`src/ndc_pkg.sv`:
```
// What this block does
// - Read-multiple select set: master reads use command code 1100.
// - Read-multiple select clear: master reads use command code 0110.
// - Writing one to soft reset bit starts internal reset; bit self-clears.
// - A write to transmit poll register while idle or suspended fetches the current transmit descriptor.
// - Transmit descriptor not owned: transmit process returns to suspended.
// - Transmit descriptor owned: transmit process starts moving buffer data.
// - A write to receive poll register while idle or suspended fetches the current receive descriptor.
// - Receive descriptor not owned: receive process returns to suspended.
// - Receive descriptor owned: receive process starts filling the buffer.
// - Receive ring base holds chain start; first poll after a write made while idle or suspended fetches there.
// - Transmit ring base holds chain start; first poll after a write made while idle or suspended fetches there.
// - Ring bases are held apart from the working pointers; readback returns the last written base.
// - Registers sit on 8-byte steps: control 00H, transmit poll 08H.
// - Hardware and software reset return all these registers to defaults.
package ndc_pkg;
  localparam logic [7:0]  NDC_OFS_SYS_CTRL = 8'h00;
  localparam logic [7:0]  NDC_OFS_TX_POLL  = 8'h08;
  localparam logic [7:0]  NDC_OFS_RX_POLL  = 8'h10;
  localparam logic [7:0]  NDC_OFS_RX_BASE  = 8'h18;
  localparam logic [7:0]  NDC_OFS_TX_BASE  = 8'h20;
  localparam int          NDC_RD_MULT_BIT  = 21;
  localparam int          NDC_SOFT_RST_BIT = 0;
  localparam logic [31:0] NDC_SYS_CTRL_RST = 32'hDE000000;
  localparam logic [31:0] NDC_POLL_RST     = 32'h0FFFFFFF;
  localparam logic [31:0] NDC_BASE_RST     = 32'h00000000;
  localparam logic [3:0]  NDC_CMD_MEM_RD   = 4'h6;
  localparam logic [3:0]  NDC_CMD_MEM_RDM  = 4'hC;
  localparam int          NDC_SRST_CYCLES  = 32;
  localparam logic [31:0] NDC_DESC_STEP    = 32'h00000010;
  localparam int          NDC_OWN_BIT      = 31;

  typedef enum logic [3:0] {
    NDC_ST_IDLE  = 4'b0001,
    NDC_ST_FETCH = 4'b0010,
    NDC_ST_SUSP  = 4'b0100,
    NDC_ST_MOVE  = 4'b1000
  } ndc_proc_e;

  typedef struct packed {
    logic        req;
    logic [3:0]  cmd;
    logic [31:0] addr;
  } ndc_fetch_s;
endpackage

```
`src/ndc_ring_proc.sv`:
```
`timescale 1ns/1ps
`default_nettype none
module ndc_ring_proc
  import ndc_pkg::*;
(
  input  wire logic        clk_in,
  input  wire logic        reset_in,
  input  wire logic        poll_in,
  input  wire logic        base_wr_in,
  input  wire logic [31:0] base_in,
  input  wire logic [3:0]  cmd_in,
  input  wire logic        fetch_done_in,
  input  wire logic        owned_in,
  input  wire logic        move_done_in,
  output var  ndc_fetch_s  fetch_out,
  output var  ndc_proc_e   state_out
);
  ndc_proc_e   state_q, state_d;
  logic [31:0] ptr_q, ptr_d;
  logic [3:0]  cmd_q, cmd_d;

  always_comb begin
    state_d = state_q;
    ptr_d   = ptr_q;
    cmd_d   = cmd_q;
    if (base_wr_in) begin
      ptr_d = base_in;
    end
    unique case (state_q)
      NDC_ST_IDLE, NDC_ST_SUSP: begin
        if (poll_in) begin
          state_d = NDC_ST_FETCH;
          cmd_d   = cmd_in;
        end
      end
      NDC_ST_FETCH: begin
        if (fetch_done_in) begin
          state_d = owned_in ? NDC_ST_MOVE : NDC_ST_SUSP;
        end
      end
      NDC_ST_MOVE: begin
        if (move_done_in) begin
          state_d = NDC_ST_IDLE;
          // Advance the working pointer; base register readback does not follow it
          if (!base_wr_in) begin
            ptr_d = ptr_q + NDC_DESC_STEP;
          end
        end
      end
      default: state_d = NDC_ST_IDLE;
    endcase
  end

  always_ff @(posedge clk_in) begin
    if (reset_in) begin
      state_q <= NDC_ST_IDLE;
      ptr_q   <= NDC_BASE_RST;
      cmd_q   <= NDC_CMD_MEM_RD;
    end else begin
      state_q <= state_d;
      ptr_q   <= ptr_d;
      cmd_q   <= cmd_d;
    end
  end

  assign fetch_out = '{req: (state_q == NDC_ST_FETCH), cmd: cmd_q, addr: ptr_q};
  assign state_out = state_q;
endmodule
`default_nettype wire

```
`src/ndc_dma_ctrl.sv`:
```
`timescale 1ns/1ps
`default_nettype none
module ndc_dma_ctrl
  import ndc_pkg::*;
(
  input  wire logic        clk_in,
  input  wire logic        reset_in,
  input  wire logic        reg_wr_in,
  input  wire logic        reg_rd_in,
  input  wire logic [7:0]  reg_addr_in,
  input  wire logic [31:0] reg_wdata_in,
  output logic      [31:0] reg_rdata_out,
  output logic             core_reset_out,
  output logic      [3:0]  read_cmd_out,
  output var  ndc_fetch_s  tx_fetch_out,
  output var  ndc_fetch_s  rx_fetch_out,
  input  wire logic        tx_fetch_done_in,
  input  wire logic        tx_owned_in,
  input  wire logic        tx_move_done_in,
  input  wire logic        rx_fetch_done_in,
  input  wire logic        rx_owned_in,
  input  wire logic        rx_move_done_in,
  output var  ndc_proc_e   tx_state_out,
  output var  ndc_proc_e   rx_state_out
);
  logic        rd_mult_q, rd_mult_d;
  logic [5:0]  srst_cnt_q, srst_cnt_d;
  logic        soft_rst_q, soft_rst_d;
  logic [31:0] rx_base_q, rx_base_d;
  logic [31:0] tx_base_q, tx_base_d;
  logic [31:0] rdata_q, rdata_d;
  logic        any_rst;
  logic        wr_ctrl, wr_txp, wr_rxp, wr_rxb, wr_txb;

  // Soft reset clears everything here except its own countdown
  assign any_rst = reset_in | soft_rst_q;
  assign wr_ctrl = reg_wr_in && reg_addr_in == NDC_OFS_SYS_CTRL;
  assign wr_txp  = reg_wr_in && reg_addr_in == NDC_OFS_TX_POLL;
  assign wr_rxp  = reg_wr_in && reg_addr_in == NDC_OFS_RX_POLL;
  assign wr_rxb  = reg_wr_in && reg_addr_in == NDC_OFS_RX_BASE;
  assign wr_txb  = reg_wr_in && reg_addr_in == NDC_OFS_TX_BASE;

  always_comb begin
    rd_mult_d  = rd_mult_q;
    rx_base_d  = rx_base_q;
    tx_base_d  = tx_base_q;
    soft_rst_d = soft_rst_q;
    srst_cnt_d = srst_cnt_q;
    rdata_d    = rdata_q;
    if (soft_rst_q) begin
      // Accesses during the 32-cycle reset are ignored; host must hold off
      srst_cnt_d = srst_cnt_q - 6'h01;
      if (srst_cnt_q == 6'h01) begin
        soft_rst_d = 1'b0;
      end
    end else begin
      if (wr_ctrl) begin
        rd_mult_d = reg_wdata_in[NDC_RD_MULT_BIT];
        if (reg_wdata_in[NDC_SOFT_RST_BIT]) begin
          soft_rst_d = 1'b1;
          srst_cnt_d = 6'(NDC_SRST_CYCLES);
        end
      end
      if (wr_rxb) begin
        rx_base_d = reg_wdata_in;
      end
      if (wr_txb) begin
        tx_base_d = reg_wdata_in;
      end
      if (reg_rd_in) begin
        unique case (reg_addr_in)
          NDC_OFS_SYS_CTRL: rdata_d = NDC_SYS_CTRL_RST
                                      | (32'(rd_mult_q) << NDC_RD_MULT_BIT);
          NDC_OFS_TX_POLL, NDC_OFS_RX_POLL: rdata_d = NDC_POLL_RST;
          NDC_OFS_RX_BASE: rdata_d = rx_base_q;
          NDC_OFS_TX_BASE: rdata_d = tx_base_q;
          default: rdata_d = 32'h00000000;
        endcase
      end
    end
  end

  always_ff @(posedge clk_in) begin
    if (reset_in) begin
      soft_rst_q <= 1'b0;
      srst_cnt_q <= 6'h00;
    end else begin
      soft_rst_q <= soft_rst_d;
      srst_cnt_q <= srst_cnt_d;
    end
  end

  always_ff @(posedge clk_in) begin
    if (reset_in || (soft_rst_q && srst_cnt_q == 6'(NDC_SRST_CYCLES))) begin
      rd_mult_q <= 1'b0;
      rx_base_q <= NDC_BASE_RST;
      tx_base_q <= NDC_BASE_RST;
      rdata_q   <= 32'h00000000;
    end else begin
      rd_mult_q <= rd_mult_d;
      rx_base_q <= rx_base_d;
      tx_base_q <= tx_base_d;
      rdata_q   <= rdata_d;
    end
  end

  assign read_cmd_out   = rd_mult_q ? NDC_CMD_MEM_RDM : NDC_CMD_MEM_RD;
  assign core_reset_out = soft_rst_q;
  assign reg_rdata_out  = rdata_q;

  ndc_ring_proc u_tx (
    .clk_in        (clk_in),
    .reset_in      (any_rst),
    .poll_in       (wr_txp && !soft_rst_q),
    .base_wr_in    (wr_txb && !soft_rst_q),
    .base_in       (reg_wdata_in),
    .cmd_in        (read_cmd_out),
    .fetch_done_in (tx_fetch_done_in),
    .owned_in      (tx_owned_in),
    .move_done_in  (tx_move_done_in),
    .fetch_out     (tx_fetch_out),
    .state_out     (tx_state_out)
  );

  ndc_ring_proc u_rx (
    .clk_in        (clk_in),
    .reset_in      (any_rst),
    .poll_in       (wr_rxp && !soft_rst_q),
    .base_wr_in    (wr_rxb && !soft_rst_q),
    .base_in       (reg_wdata_in),
    .cmd_in        (read_cmd_out),
    .fetch_done_in (rx_fetch_done_in),
    .owned_in      (rx_owned_in),
    .move_done_in  (rx_move_done_in),
    .fetch_out     (rx_fetch_out),
    .state_out     (rx_state_out)
  );
endmodule
`default_nettype wire

```
`config.mk`:
```
export PLATFORM = sky130hd
export DESIGN_NAME = ndc_dma_ctrl
export DESIGN_NICKNAME = d
export VERILOG_FILES = /design/src/ndc_pkg.sv /design/src/ndc_ring_proc.sv /design/src/ndc_dma_ctrl.sv
export SDC_FILE = /design/constraint.sdc
export NUM_CORES = 1
export LEC_CHECK = 0
export ABC_CLOCK_PERIOD_IN_PS = 2600
export BUFFER_PORTS_ARGS = -buffer_cell sky130_fd_sc_hd__buf_4
export CELL_PAD_IN_SITES_DETAIL_PLACEMENT = 1
export CELL_PAD_IN_SITES_GLOBAL_PLACEMENT = 1
export CORE_ASPECT_RATIO = 0.6
export CORE_MARGIN = 3
export CORE_UTILIZATION = 33
export DETAILED_ROUTE_END_ITERATION = 12
export GPL_ROUTABILITY_DRIVEN = 0
export PLACE_DENSITY = 0.68
export SYNTH_ARGS = -nofsm -noshare
export SYNTH_HDL_FRONTEND = slang
export SYNTH_SLANG_ARGS = --single-unit
```
`constraint.sdc`:
```
create_clock -name clk_in -period 2.6 [get_ports clk_in]
set_input_delay 0.13 -clock clk_in [delete_from_list [all_inputs] [get_ports clk_in]]
set_output_delay 0.13 -clock clk_in [all_outputs]
set_load 0.02 [all_outputs]
```
==> reports/qor.yml, run 1 <==
synth_area_leaders: "dfxtp_1, nand2_1, a21oi_1, xnor2_1, o21ai_0"
critPathCaptureType: "flop"
met2_usage_pct: 32.7
die_w_um: 206
endpoint: "u_tx.state_out[3]"
cts.htree.levels: 4
ant_nets: 0
dr_total_vias: 7860
antenna_found_initial: 0
antenna_cells: 0
met3_usage_pct: 5.76
setup_tns_ns: 0
syn_area_mm2: 0.00794
worstReg2RegEnd: "u_tx.state_out[3]"
cts_root_buffer: "clkbuf_16"
die_area_mm2: 0.0260
grt.total_usage_pct: 22.9
p_seq_share_pct: 47.3
leakage_nw: 3.78
report.final.setup_viol: 0
tritoncts: "yes"
grt_pass1_vias: 7868
peakVddDrop_mv: 0.508
cts-buffers-inserted: 17
comb_power_share_pct: 5.6
gr-max-usage-layer: "met1"
grt_pass1_wl_mm: 46.1
dp_hpwl_mm: 21.3
yosys_warnings: 0
die_h_um: 126
worst_pin_slew_ns: 0.809
num_rows: 43
grt_overflow: 0
rsz0062_at_grt: "false"
fin_ws_ns: 0.489
synthArstFlopShare_pct: 0
drc: 0
hold_path_class: "primary input to flop"
core_area_mm2: 0.0233
clock_latency_ns: 0.44
grt_use_met1_pct: 33.8
ys_seq_area_share_pct: 45.4
synthCells: 977
status: "completed"
cts_resized: 0
power_density_mw_per_mm2: 560
power.net_switching_mw: 1.37
crit_path_start: "u_tx.state_out[0]"
maxSlewHeadroom_pct: 45.3
rr_worst_depth: 6
routed_wl_mm: 29.8
maxCapViolCount: 0
start_kind: "flop"
intPower_mw: 4.49
clockBufferDepth: 2
hold_buffers: 36
cts.sinks: 180
clk_pin_slew_ns: 0.07
critical_path_class: "flop to flop"
drt_iter0_markers: 438
yosys_register_bits: 180
vias_per_cell: 5.31
nets: 1207
synth_ff_type: "dfxtp_1"
area_growth_pct: 32.0
synth_cell_types: 55
clock.fmax_ghz: 0.474
p_total_mw: 5.87
cp_data_arrival_time_ns: 2.49
yosys.area.top_type_share_pct: 45.4
sw_frac_of_total_pct: 23.4
hold_violations: 0
cts_post_setup_buffers_inserted: 0
crit_fanout: 6
syn_avg_cell_area_um2: 8.13
synth_edf_count: 0
yosysTopAreaCell: "dfxtp_1"
post_drt_wl_per_cell_um: 20.1
port_buffers: 162
min_period_ns: 2.11
final-max-slew-violation-count: 0
required_ns: 2.98
min_period_over_period_pct: 81.2
rrSetupSlack_ns: 0.49
drtPass1Iterations: 5
start_util_pct: 34.0
pwr-share-clk_pct: 47.1
grt_max_degree: 56
pre_cts_slack_ns: 0.537
reg2reg_from: "u_tx.state_out[0]"
ios: 169
final_layout_size_suffix_gt1_share_pct: 20.9
fin_skew_ns: 0.00610
cells by family after synthesis:
logic type	Yosys count	share of synthesized area, %
other	2	0.0946
multiplexers	6	0.788
XOR/XNOR	46	5.07
buffers and inverters	87	4.82
flip-flops	180	45.4
adder cells (fa/ha/maj)	5	0.788
AND/OR/NAND/NOR	382	23.8
AO/OA/AOI/OAI	269	19.3
power by group through the flow:
stage,Sequential [mW],Clock (mW),Combinational (mW)
final,2.78,2.76,0.327
after global routing,2.78,2.95,0.353
after CTS,2.78,2.82,0.328
after detailed placement,2.84,0,0.284
after global placement,2.84,0,0.284
after floorplan,2.85,0,0.110
per-stage QoR:
step                      utilization (%)  instances  area, um2  hold WS [ns]
after floorplan                         -        981       7960         0.266
after detailed placement             40.7       1412       9500         0.399
after global placement               40.7       1412       9500         0.389
final                                44.9       1480      10500        0.0271
after CTS                            44.9       1480      10500      0.000901
after global routing                 44.9       1480      10500        0.0229
critical path, cell delays in order (launching register included):
cell	delay, ns
dfxtp_1	0.37
nor4b_4	0.46
buf_4	0.22
nor2b_1	0.26
a31oi_1	0.07
dlygate4sd3_1	0.59
nor2_1	0.08
layout by cell type (no fill, tap or decap), types with 4 or more instances in the layout:
| cell | n |
|---|---|
| dlygate4sd3_1 | 36 |
| and2_1 | 9 |
| nand4_1 | 15 |
| nor2b_1 | 6 |
| inv_1 | 14 |
| o21ai_0 | 58 |
| clkinvlp_4 | 4 |
| a31oi_1 | 13 |
| xnor2_1 | 44 |
| a21o_1 | 5 |
| mux2i_1 | 4 |
| a22oi_1 | 6 |
| o21ai_1 | 20 |
| ha_1 | 5 |
| buf_12 | 4 |
| or2_2 | 4 |
| nand3_1 | 25 |
| nor4_1 | 5 |
| and3_1 | 15 |
| conb_1 | 6 |
| buf_4 | 185 |
| a21oi_1 | 125 |
| nand2_1 | 202 |
| a221oi_1 | 25 |
| or3_1 | 8 |
| clkbuf_16 | 17 |
| and4_1 | 8 |
| a211oi_1 | 7 |
| nor2_1 | 32 |
| nor3_1 | 27 |
| dfxtp_1 | 180 |
Yosys cell counts (2+ instances only):
library cell	count
inv_1	14
dfxtp_1	180
and4_1	8
nor4b_4	3
a22oi_1	6
a31oi_1	13
o21ai_1	20
and2_2	2
buf_6	2
a221oi_1	25
a21o_1	5
o21a_1	3
conb_1	2
clkbuf_1	49
nor4_2	2
nand3_1	25
xor2_1	2
nand2_1	204
buf_2	12
nand4_1	15
mux2i_1	4
mux2_2	2
or3_1	8
and2_1	9
nor4_4	2
buf_4	7
xnor2_1	44
buf_1	3
nor2b_1	6
nand2b_1	3
nor4_1	5
a211oi_1	7
a21oi_1	125
o21ai_0	58
nor2_1	34
nor3_1	27
ha_1	5
and3_1	15
or2_2	4
o311ai_0	2
how the worst min path moves through the flow:
| stage | startpoint | end | slack, ns | cells after the start |
|---|---|---|---|---|
| 6_report | reg_wdata_in[0] | rx_base_q[0] | 0.03 | 3 |
| 5_1_grt | reg_wdata_in[0] | tx_base_q[0] | 0.02 | 3 |
| 4_1_cts | reg_wdata_in[0] | rx_base_q[0] | 0.0009 | 3 |
| 3_5_place_dp | tx_owned_in | u_tx.state_out[3] | 0.40 | 3 |
| 3_3_place_gp | reset_in | srst_cnt_q[3] | 0.39 | 2 |
| 2_1_floorplan | reg_wdata_in[10] | rx_base_q[10] | 0.27 | 2 |
layer usage:
metal | routed length, um | vias to the layer above
met3 | 1840 | 31
met1 | 15000 | 3864
li1 | - | 3763
met5 | 0 | -
met4 | 503 | 0
met2 | 12400 | 202
registers in the layout (all words and copies together), names as in the netlist:
signal / flops
srst_cnt_q: 6
reg_rdata_out: 32
rx_base_q: 32
u_tx.state_out: 4
u_tx.ptr_q: 32
u_rx.ptr_q: 32
u_tx.cmd_q: 2
u_rx.cmd_q: 2
u_rx.state_out: 4
core_reset_out: 1
rd_mult_q: 1
tx_base_q: 32
final cells by class:
class / count / area (um2)
fillers: 2790 / 12900
multi-input cells: 714 / 3980
flip-flops and latches: 180 / 3600
repair buffers: 225 / 1830
clock buffers: 21 / 470
well taps: 315 / 394
clock inverters: 11 / 151
inverters: 14 / 52.6
Note: power is estimated with default switching activity, not from simulation.
==> run 2: changes to the inputs <==
- ABC_CLOCK_PERIOD_IN_PS: 2600 -> 1920
- PLACE_DENSITY: 0.68 -> 0.7
- clock period: 2.6 -> 1.92 ns (I/O delays scaled with it)
==> run 2 against run 1 <==
  * Via count grew 3.2%
  * Critical endpoint is now u_tx.ptr_q[25]
  * Final area grew 3.8%
  * Critical path depth shrank 1
  * Combinational power grew 46%
  * Sequential share of layout area shrank 1.2 points
  * Total power grew 32%
  * Fmax grew 15%
  * Flip-flop and latch count is the same
==> reports/qor.yml, run 2 (synthesis results as in run 1) <==
area_growth_pct: 37.0
status: "completed"
grt_pass1_vias: 8111
grt_overflow: 0
drt_iter0_markers: 474
critical_path_class: "flop to flop"
hold_violations: 0
rr_worst_depth: 5
leakage_nw: 4.03
fin_skew_ns: 0.0128
setup_tns_ns: 0
clockBufferDepth: 2
die_w_um: 206
nets: 1245
power.net_switching_mw: 2.03
cts-buffers-inserted: 17
sw_frac_of_total_pct: 26.2
final-max-slew-violation-count: 0
hold_path_class: "primary input to flop"
drc: 0
grt_use_met1_pct: 34.4
min_to: "core_reset_out"
min_period_over_period_pct: 95.4
tritoncts: "yes"
ant_nets: 0
required_ns: 2.30
start_util_pct: 34.0
pwr-share-clk_pct: 45.3
gr-max-usage-layer: "met2"
grt_pass1_wl_mm: 46.7
die_h_um: 126
met3_usage_pct: 4.21
min_period_ns: 1.83
power_density_mw_per_mm2: 710
cp_data_arrival_time_ns: 2.21
maxSlewHeadroom_pct: 47.6
crit_fanout: 8
intPower_mw: 5.70
peakVddDrop_mv: 0.619
met2_usage_pct: 34.5
clock.fmax_ghz: 0.546
drtPass1Iterations: 4
holdPathStages: 3
die_area_mm2: 0.0260
critPathCaptureType: "flop"
dr_total_vias: 8115
dp_hpwl_mm: 21.8
p_seq_share_pct: 48.6
clk_pin_slew_ns: 0.07
port_buffers: 162
grt.total_usage_pct: 23.0
final_cell_mix: "buf_4, nand2_1, dfxtp_1"
core_area_mm2: 0.0233
min_from: "reg_wr_in"
cts.sinks: 180
grt_max_degree: 85
cts_root_buffer: "clkbuf_16"
clock_latency_ns: 0.45
vias_per_cell: 5.35
report.final.setup_viol: 0
num_rows: 43
reg2reg_from: "u_tx.state_out[1]"
final_layout_size_suffix_gt1_share_pct: 24.4
antenna_found_initial: 0
rrSetupSlack_ns: 0.09
fillers: 2783
p_total_mw: 7.73
worst_pin_slew_ns: 0.786
hold_slack_ns: 0.0862
worstReg2RegEnd: "u_tx.ptr_q[25]"
maxCapViolCount: 0
cts.htree.levels: 4
routed_wl_mm: 30.7
fin_util_pct: 46.6
final_common_cell: "buf_4"
ios: 169
rsz0062_at_grt: "true"
post_drt_wl_per_cell_um: 20.2
comb_power_share_pct: 6.2
antenna_cells: 0
start_kind: "flop"
## run 2: worst max-delay path by stage
stage | from | endpoint | slack [ns] | cells past startpoint
after global routing | u_rx.state_out[3] | u_rx.ptr_q[14] | -0.009 | 7
after global placement | u_rx.state_out[0] | u_rx.ptr_q[25] | 0.1 | 6
final | u_tx.state_out[1] | u_tx.ptr_q[25] | 0.09 | 5
after floorplan | core_reset_out | reg_rdata_out[11] | 0.01 | 8
after CTS | u_tx.state_out[2] | u_tx.ptr_q[26] | 0.04 | 5
after detailed placement | u_tx.state_out[2] | u_tx.ptr_q[26] | 0.06 | 5
## run 2: critical path, stage by stage, from the launching register on
cell and delay (ns):
dfxtp_1 0.35, nor4b_4 0.35, and4_4 0.31, nand4_4 0.16, or4_1 0.43, a31oi_1 0.16
## run 2: layout make-up
cell class	count	area, um2	area share [%]
clock inverter	14	134	1.23
sequential	180	3610	33.2
tap	315	394	3.62
inverter	14	52.6	0.483
clock buffer	18	439	4.04
timing repair buffer	263	2220	20.4
multi-input combinational	714	4030	37.0
## run 2: repair_timing
action                     CTS  global route
setup endpoints to repair    1            18
buffers inserted             1             2
hold endpoints to repair    92             0
hold buffers                37             0
cloned                       0             1
gates resized for setup      2            12
pin swaps                    0             3
## run 2: metrics by stage
step	setup WS (ns)	instances	area (um2)
2_1_floorplan	0.0101	981	7970
3_3_place_gp	0.0979	1445	9830
3_5_place_dp	0.0569	1445	9830
4_1_cts	0.0439	1515	10800
5_1_grt	-0.00912	1518	10900
6_report	0.0893	1518	10900
## run 2: power by group through the flow
stage          sequential, mW  combinational, mW  clock [mW]
2_1_floorplan            3.86              0.149           0
3_3_place_gp             3.84              0.404           0
3_5_place_dp             3.84              0.409           0
4_1_cts                  3.75              0.471        3.56
5_1_grt                  3.76              0.510        3.70
6_report                 3.75              0.476        3.50
## run 2: layer usage
layer	up-vias	routed length, um
li1	3847	-
met1	4001	15200
met2	245	13200
met3	22	2020
met4	0	324
met5	-	0
==> run 3: changes to the inputs <==
- ABC_AREA: unset -> 1
- CELL_PAD_IN_SITES_DETAIL_PLACEMENT: 1 -> unset
- CELL_PAD_IN_SITES_GLOBAL_PLACEMENT: 1 -> unset
- PLACE_DENSITY: 0.7 -> 0.54
- REMOVE_ABC_BUFFERS: unset -> 1
==> run 3 against run 2 <==
  * Core utilization decreased by 2.2 points
  * Global-route usage decreased by 1.3 points
  * Die area increased by 10%
  * Via count increased by 13%
  * Worst hold slack got worse by 0.064 ns
  * Critical path depth increased by 4
  * Register-to-register slack improved by 0.11 ns
  * Total power increased by 12%
  * Non-clock buffer count decreased by 37
  * Flip-flop and latch count unchanged
  * Area after synthesis increased by 11%
  * Critical path type unchanged
  * Critical endpoint is now u_rx.ptr_q[21]
==> reports/qor.yml, run 3 <==
status: "completed"
routed_wl_mm: 31.4
rrSetupSlack_ns: 0.20
pre_cts_slack_ns: 0.192
rr_worst_depth: 9
final_common_cell: "nand2_1"
hold_violations: 0
fin_area_mm2: 0.0114
critical_path_class: "flop to flop"
cts-buffers-inserted: 17
area_growth_pct: 30.0
min_period_ns: 1.72
cts.sinks: 180
ant_nets: 0
hold_path_class: "primary input to flop"
cp_data_arrival_time_ns: 2.05
cts_root_buffer: "clkbuf_16"
peakVddDrop_mv: 0.388
syn_area_mm2: 0.00879
power.net_switching_mw: 2.27
fin_util_pct: 44.4
report.final.setup_viol: 0
grt_max_degree: 55
yosysTopAreaCell: "dfxtp_1"
core_area_mm2: 0.0257
synthTopCellsByCount: "nand2_1, dfxtp_1, a21oi_1"
clock.fmax_ghz: 0.582
synth_compound_area_share_pct: 11.1
comb_power_share_pct: 11.8
ios: 169
synthArstFlopShare_pct: 0
synth_edf_count: 0
synth.area.mux_share_pct: 0
drtPass1Iterations: 5
antenna_found_initial: 0
intPower_mw: 6.40
min_period_over_period_pct: 89.4
endpoint: "u_rx.ptr_q[21]"
reg2reg_from: "u_rx.ptr_q[6]"
fin_cells: 1867
place_area_mm2: 0.0105
start_util_pct: 34.2
dr_total_vias: 9187
die_h_um: 132
tritoncts: "yes"
die_w_um: 217
post_drt_wl_per_cell_um: 16.8
grt_pass1_vias: 8104
clockBufferDepth: 2
final_layout_size_suffix_gt1_share_pct: 18.0
power_density_mw_per_mm2: 758
crit_fanout: 6
synthSimpleGateAreaFrac_pct: 38.0
clock_latency_ns: 0.45
drc: 0
dp.cells: 1800
grt_pass1_wl_mm: 48.1
synth-xor-area-share_pct: 0.398
drt_iter0_markers: 930
fin_skew_ns: 0.0124
maxCapViolCount: 0
pwr-share-clk_pct: 43.5
clk_pin_slew_ns: 0.07
critPathCaptureType: "flop"
cts_post_setup_buffers_inserted: 0
fin_ws_ns: 0.203
required_ns: 2.26
synth_most_common_cell: "nand2_1"
leakage_nw: 4.77
synth_cell_types: 41
yosys.area_share.adder_pct: 0.711
sw_frac_of_total_pct: 26.2
final-max-slew-violation-count: 0
syn_avg_cell_area_um2: 6.70
grt_overflow: 0
crit_path_start: "u_rx.ptr_q[6]"
synthCells: 1312
nets: 1557
num_rows: 45
yosys.area.top_type_share_pct: 41.0
start_kind: "flop"
worstReg2RegEnd: "u_rx.ptr_q[21]"
grt.total_usage_pct: 21.7
dp_hpwl_mm: 22.5
yosys_warnings: 0
yosys_register_bits: 180
synth_area_leaders: "dfxtp_1, nand2_1, a21oi_1, nor2_1, nand3_1"
ys_seq_area_share_pct: 41.0
port_buffers: 162
antenna_cells: 0
cts.htree.levels: 4
vias_per_cell: 4.92
p_seq_share_pct: 44.7
rsz0062_at_grt: "false"
final_cell_mix: "nand2_1, buf_4, dfxtp_1"
synth_top_family_by_area: "simple AND/OR/NAND/NOR gates"
synth_ff_type: "dfxtp_1"
die_area_mm2: 0.0287
[run 3: critical path: stages (launching register included)]
cell and delay (ns):
dfxtp_1 0.39, nand2_1 0.07, nor2_1 0.25, nand2_1 0.13
nor2_1 0.16, nand2_1 0.11, nor2_4 0.21, nand3_1 0.12
nor2_1 0.11, nor2_1 0.05
[run 3: how the worst min path moves through the flow]
stage | endpoint | cells after the start | start | slack, ns
after global placement | srst_cnt_q[3] | 2 | reset_in | 0.33
after floorplan | core_reset_out | 1 | reset_in | 0.17
after detailed placement | srst_cnt_q[3] | 2 | reset_in | 0.34
after global routing | rx_base_q[15] | 3 | reg_wdata_in[15] | 0.01
after CTS | srst_cnt_q[0] | 4 | reg_wr_in | 0.001
final | srst_cnt_q[0] | 4 | reg_wr_in | 0.02
[run 3: cells by family after synthesis]
| logic type | count (synthesis) |
|---|---|
| fa+ha+maj | 5 |
| buf+inv | 168 |
| xor+xnor | 4 |
| flops | 180 |
| simple gates | 766 |
| compound gates | 187 |
| other cells | 2 |
[run 3: power by group through the flow]
stage	Sequential (mW)	Clock, mW	Combinational [mW]
6_report	3.87	3.77	1.03
5_1_grt	3.88	3.99	1.14
4_1_cts	3.87	3.84	1.02
3_5_place_dp	3.96	0	0.958
3_3_place_gp	3.96	0	0.946
2_1_floorplan	4.03	0	0.483
[run 3: area by class of cell]
type / instances / area, um2
multi-input cells: 968 / 4450
flip-flops and latches: 180 / 3600
inverters: 109 / 409
well taps: 352 / 440
clock buffers: 23 / 458
fillers: 2679 / 14300
repair buffers: 226 / 1920
clock inverters: 9 / 153
[run 3: metal layers]
metal / up-vias / global-route usage (%) / share of wire [%]
met1: 4238 / 34.8 / 52
met5: - / 0 / 0
met2: 343 / 29.1 / 39
met3: 24 / 4.45 / 8.0
met4: 0 / 5.03 / 0.99
li1: 4582 / - / -
[run 3: repair_timing]
item,4_1_cts,5_1_grt
hold buffers,35,0
resized for setup,0,2
endpoints found under the setup margin,0,3
endpoints found under the hold margin,82,0
[run 3: through the flow]
stage / setup TNS, ns / power [mW] / hold slack (ns)
6_report: 0 / 8.67 / 0.0220
3_3_place_gp: 0 / 4.91 / 0.331
3_5_place_dp: 0 / 4.91 / 0.342
5_1_grt: 0 / 9.01 / 0.0136
2_1_floorplan: -119.08 / 4.51 / 0.165
4_1_cts: 0 / 8.73 / 0.00139
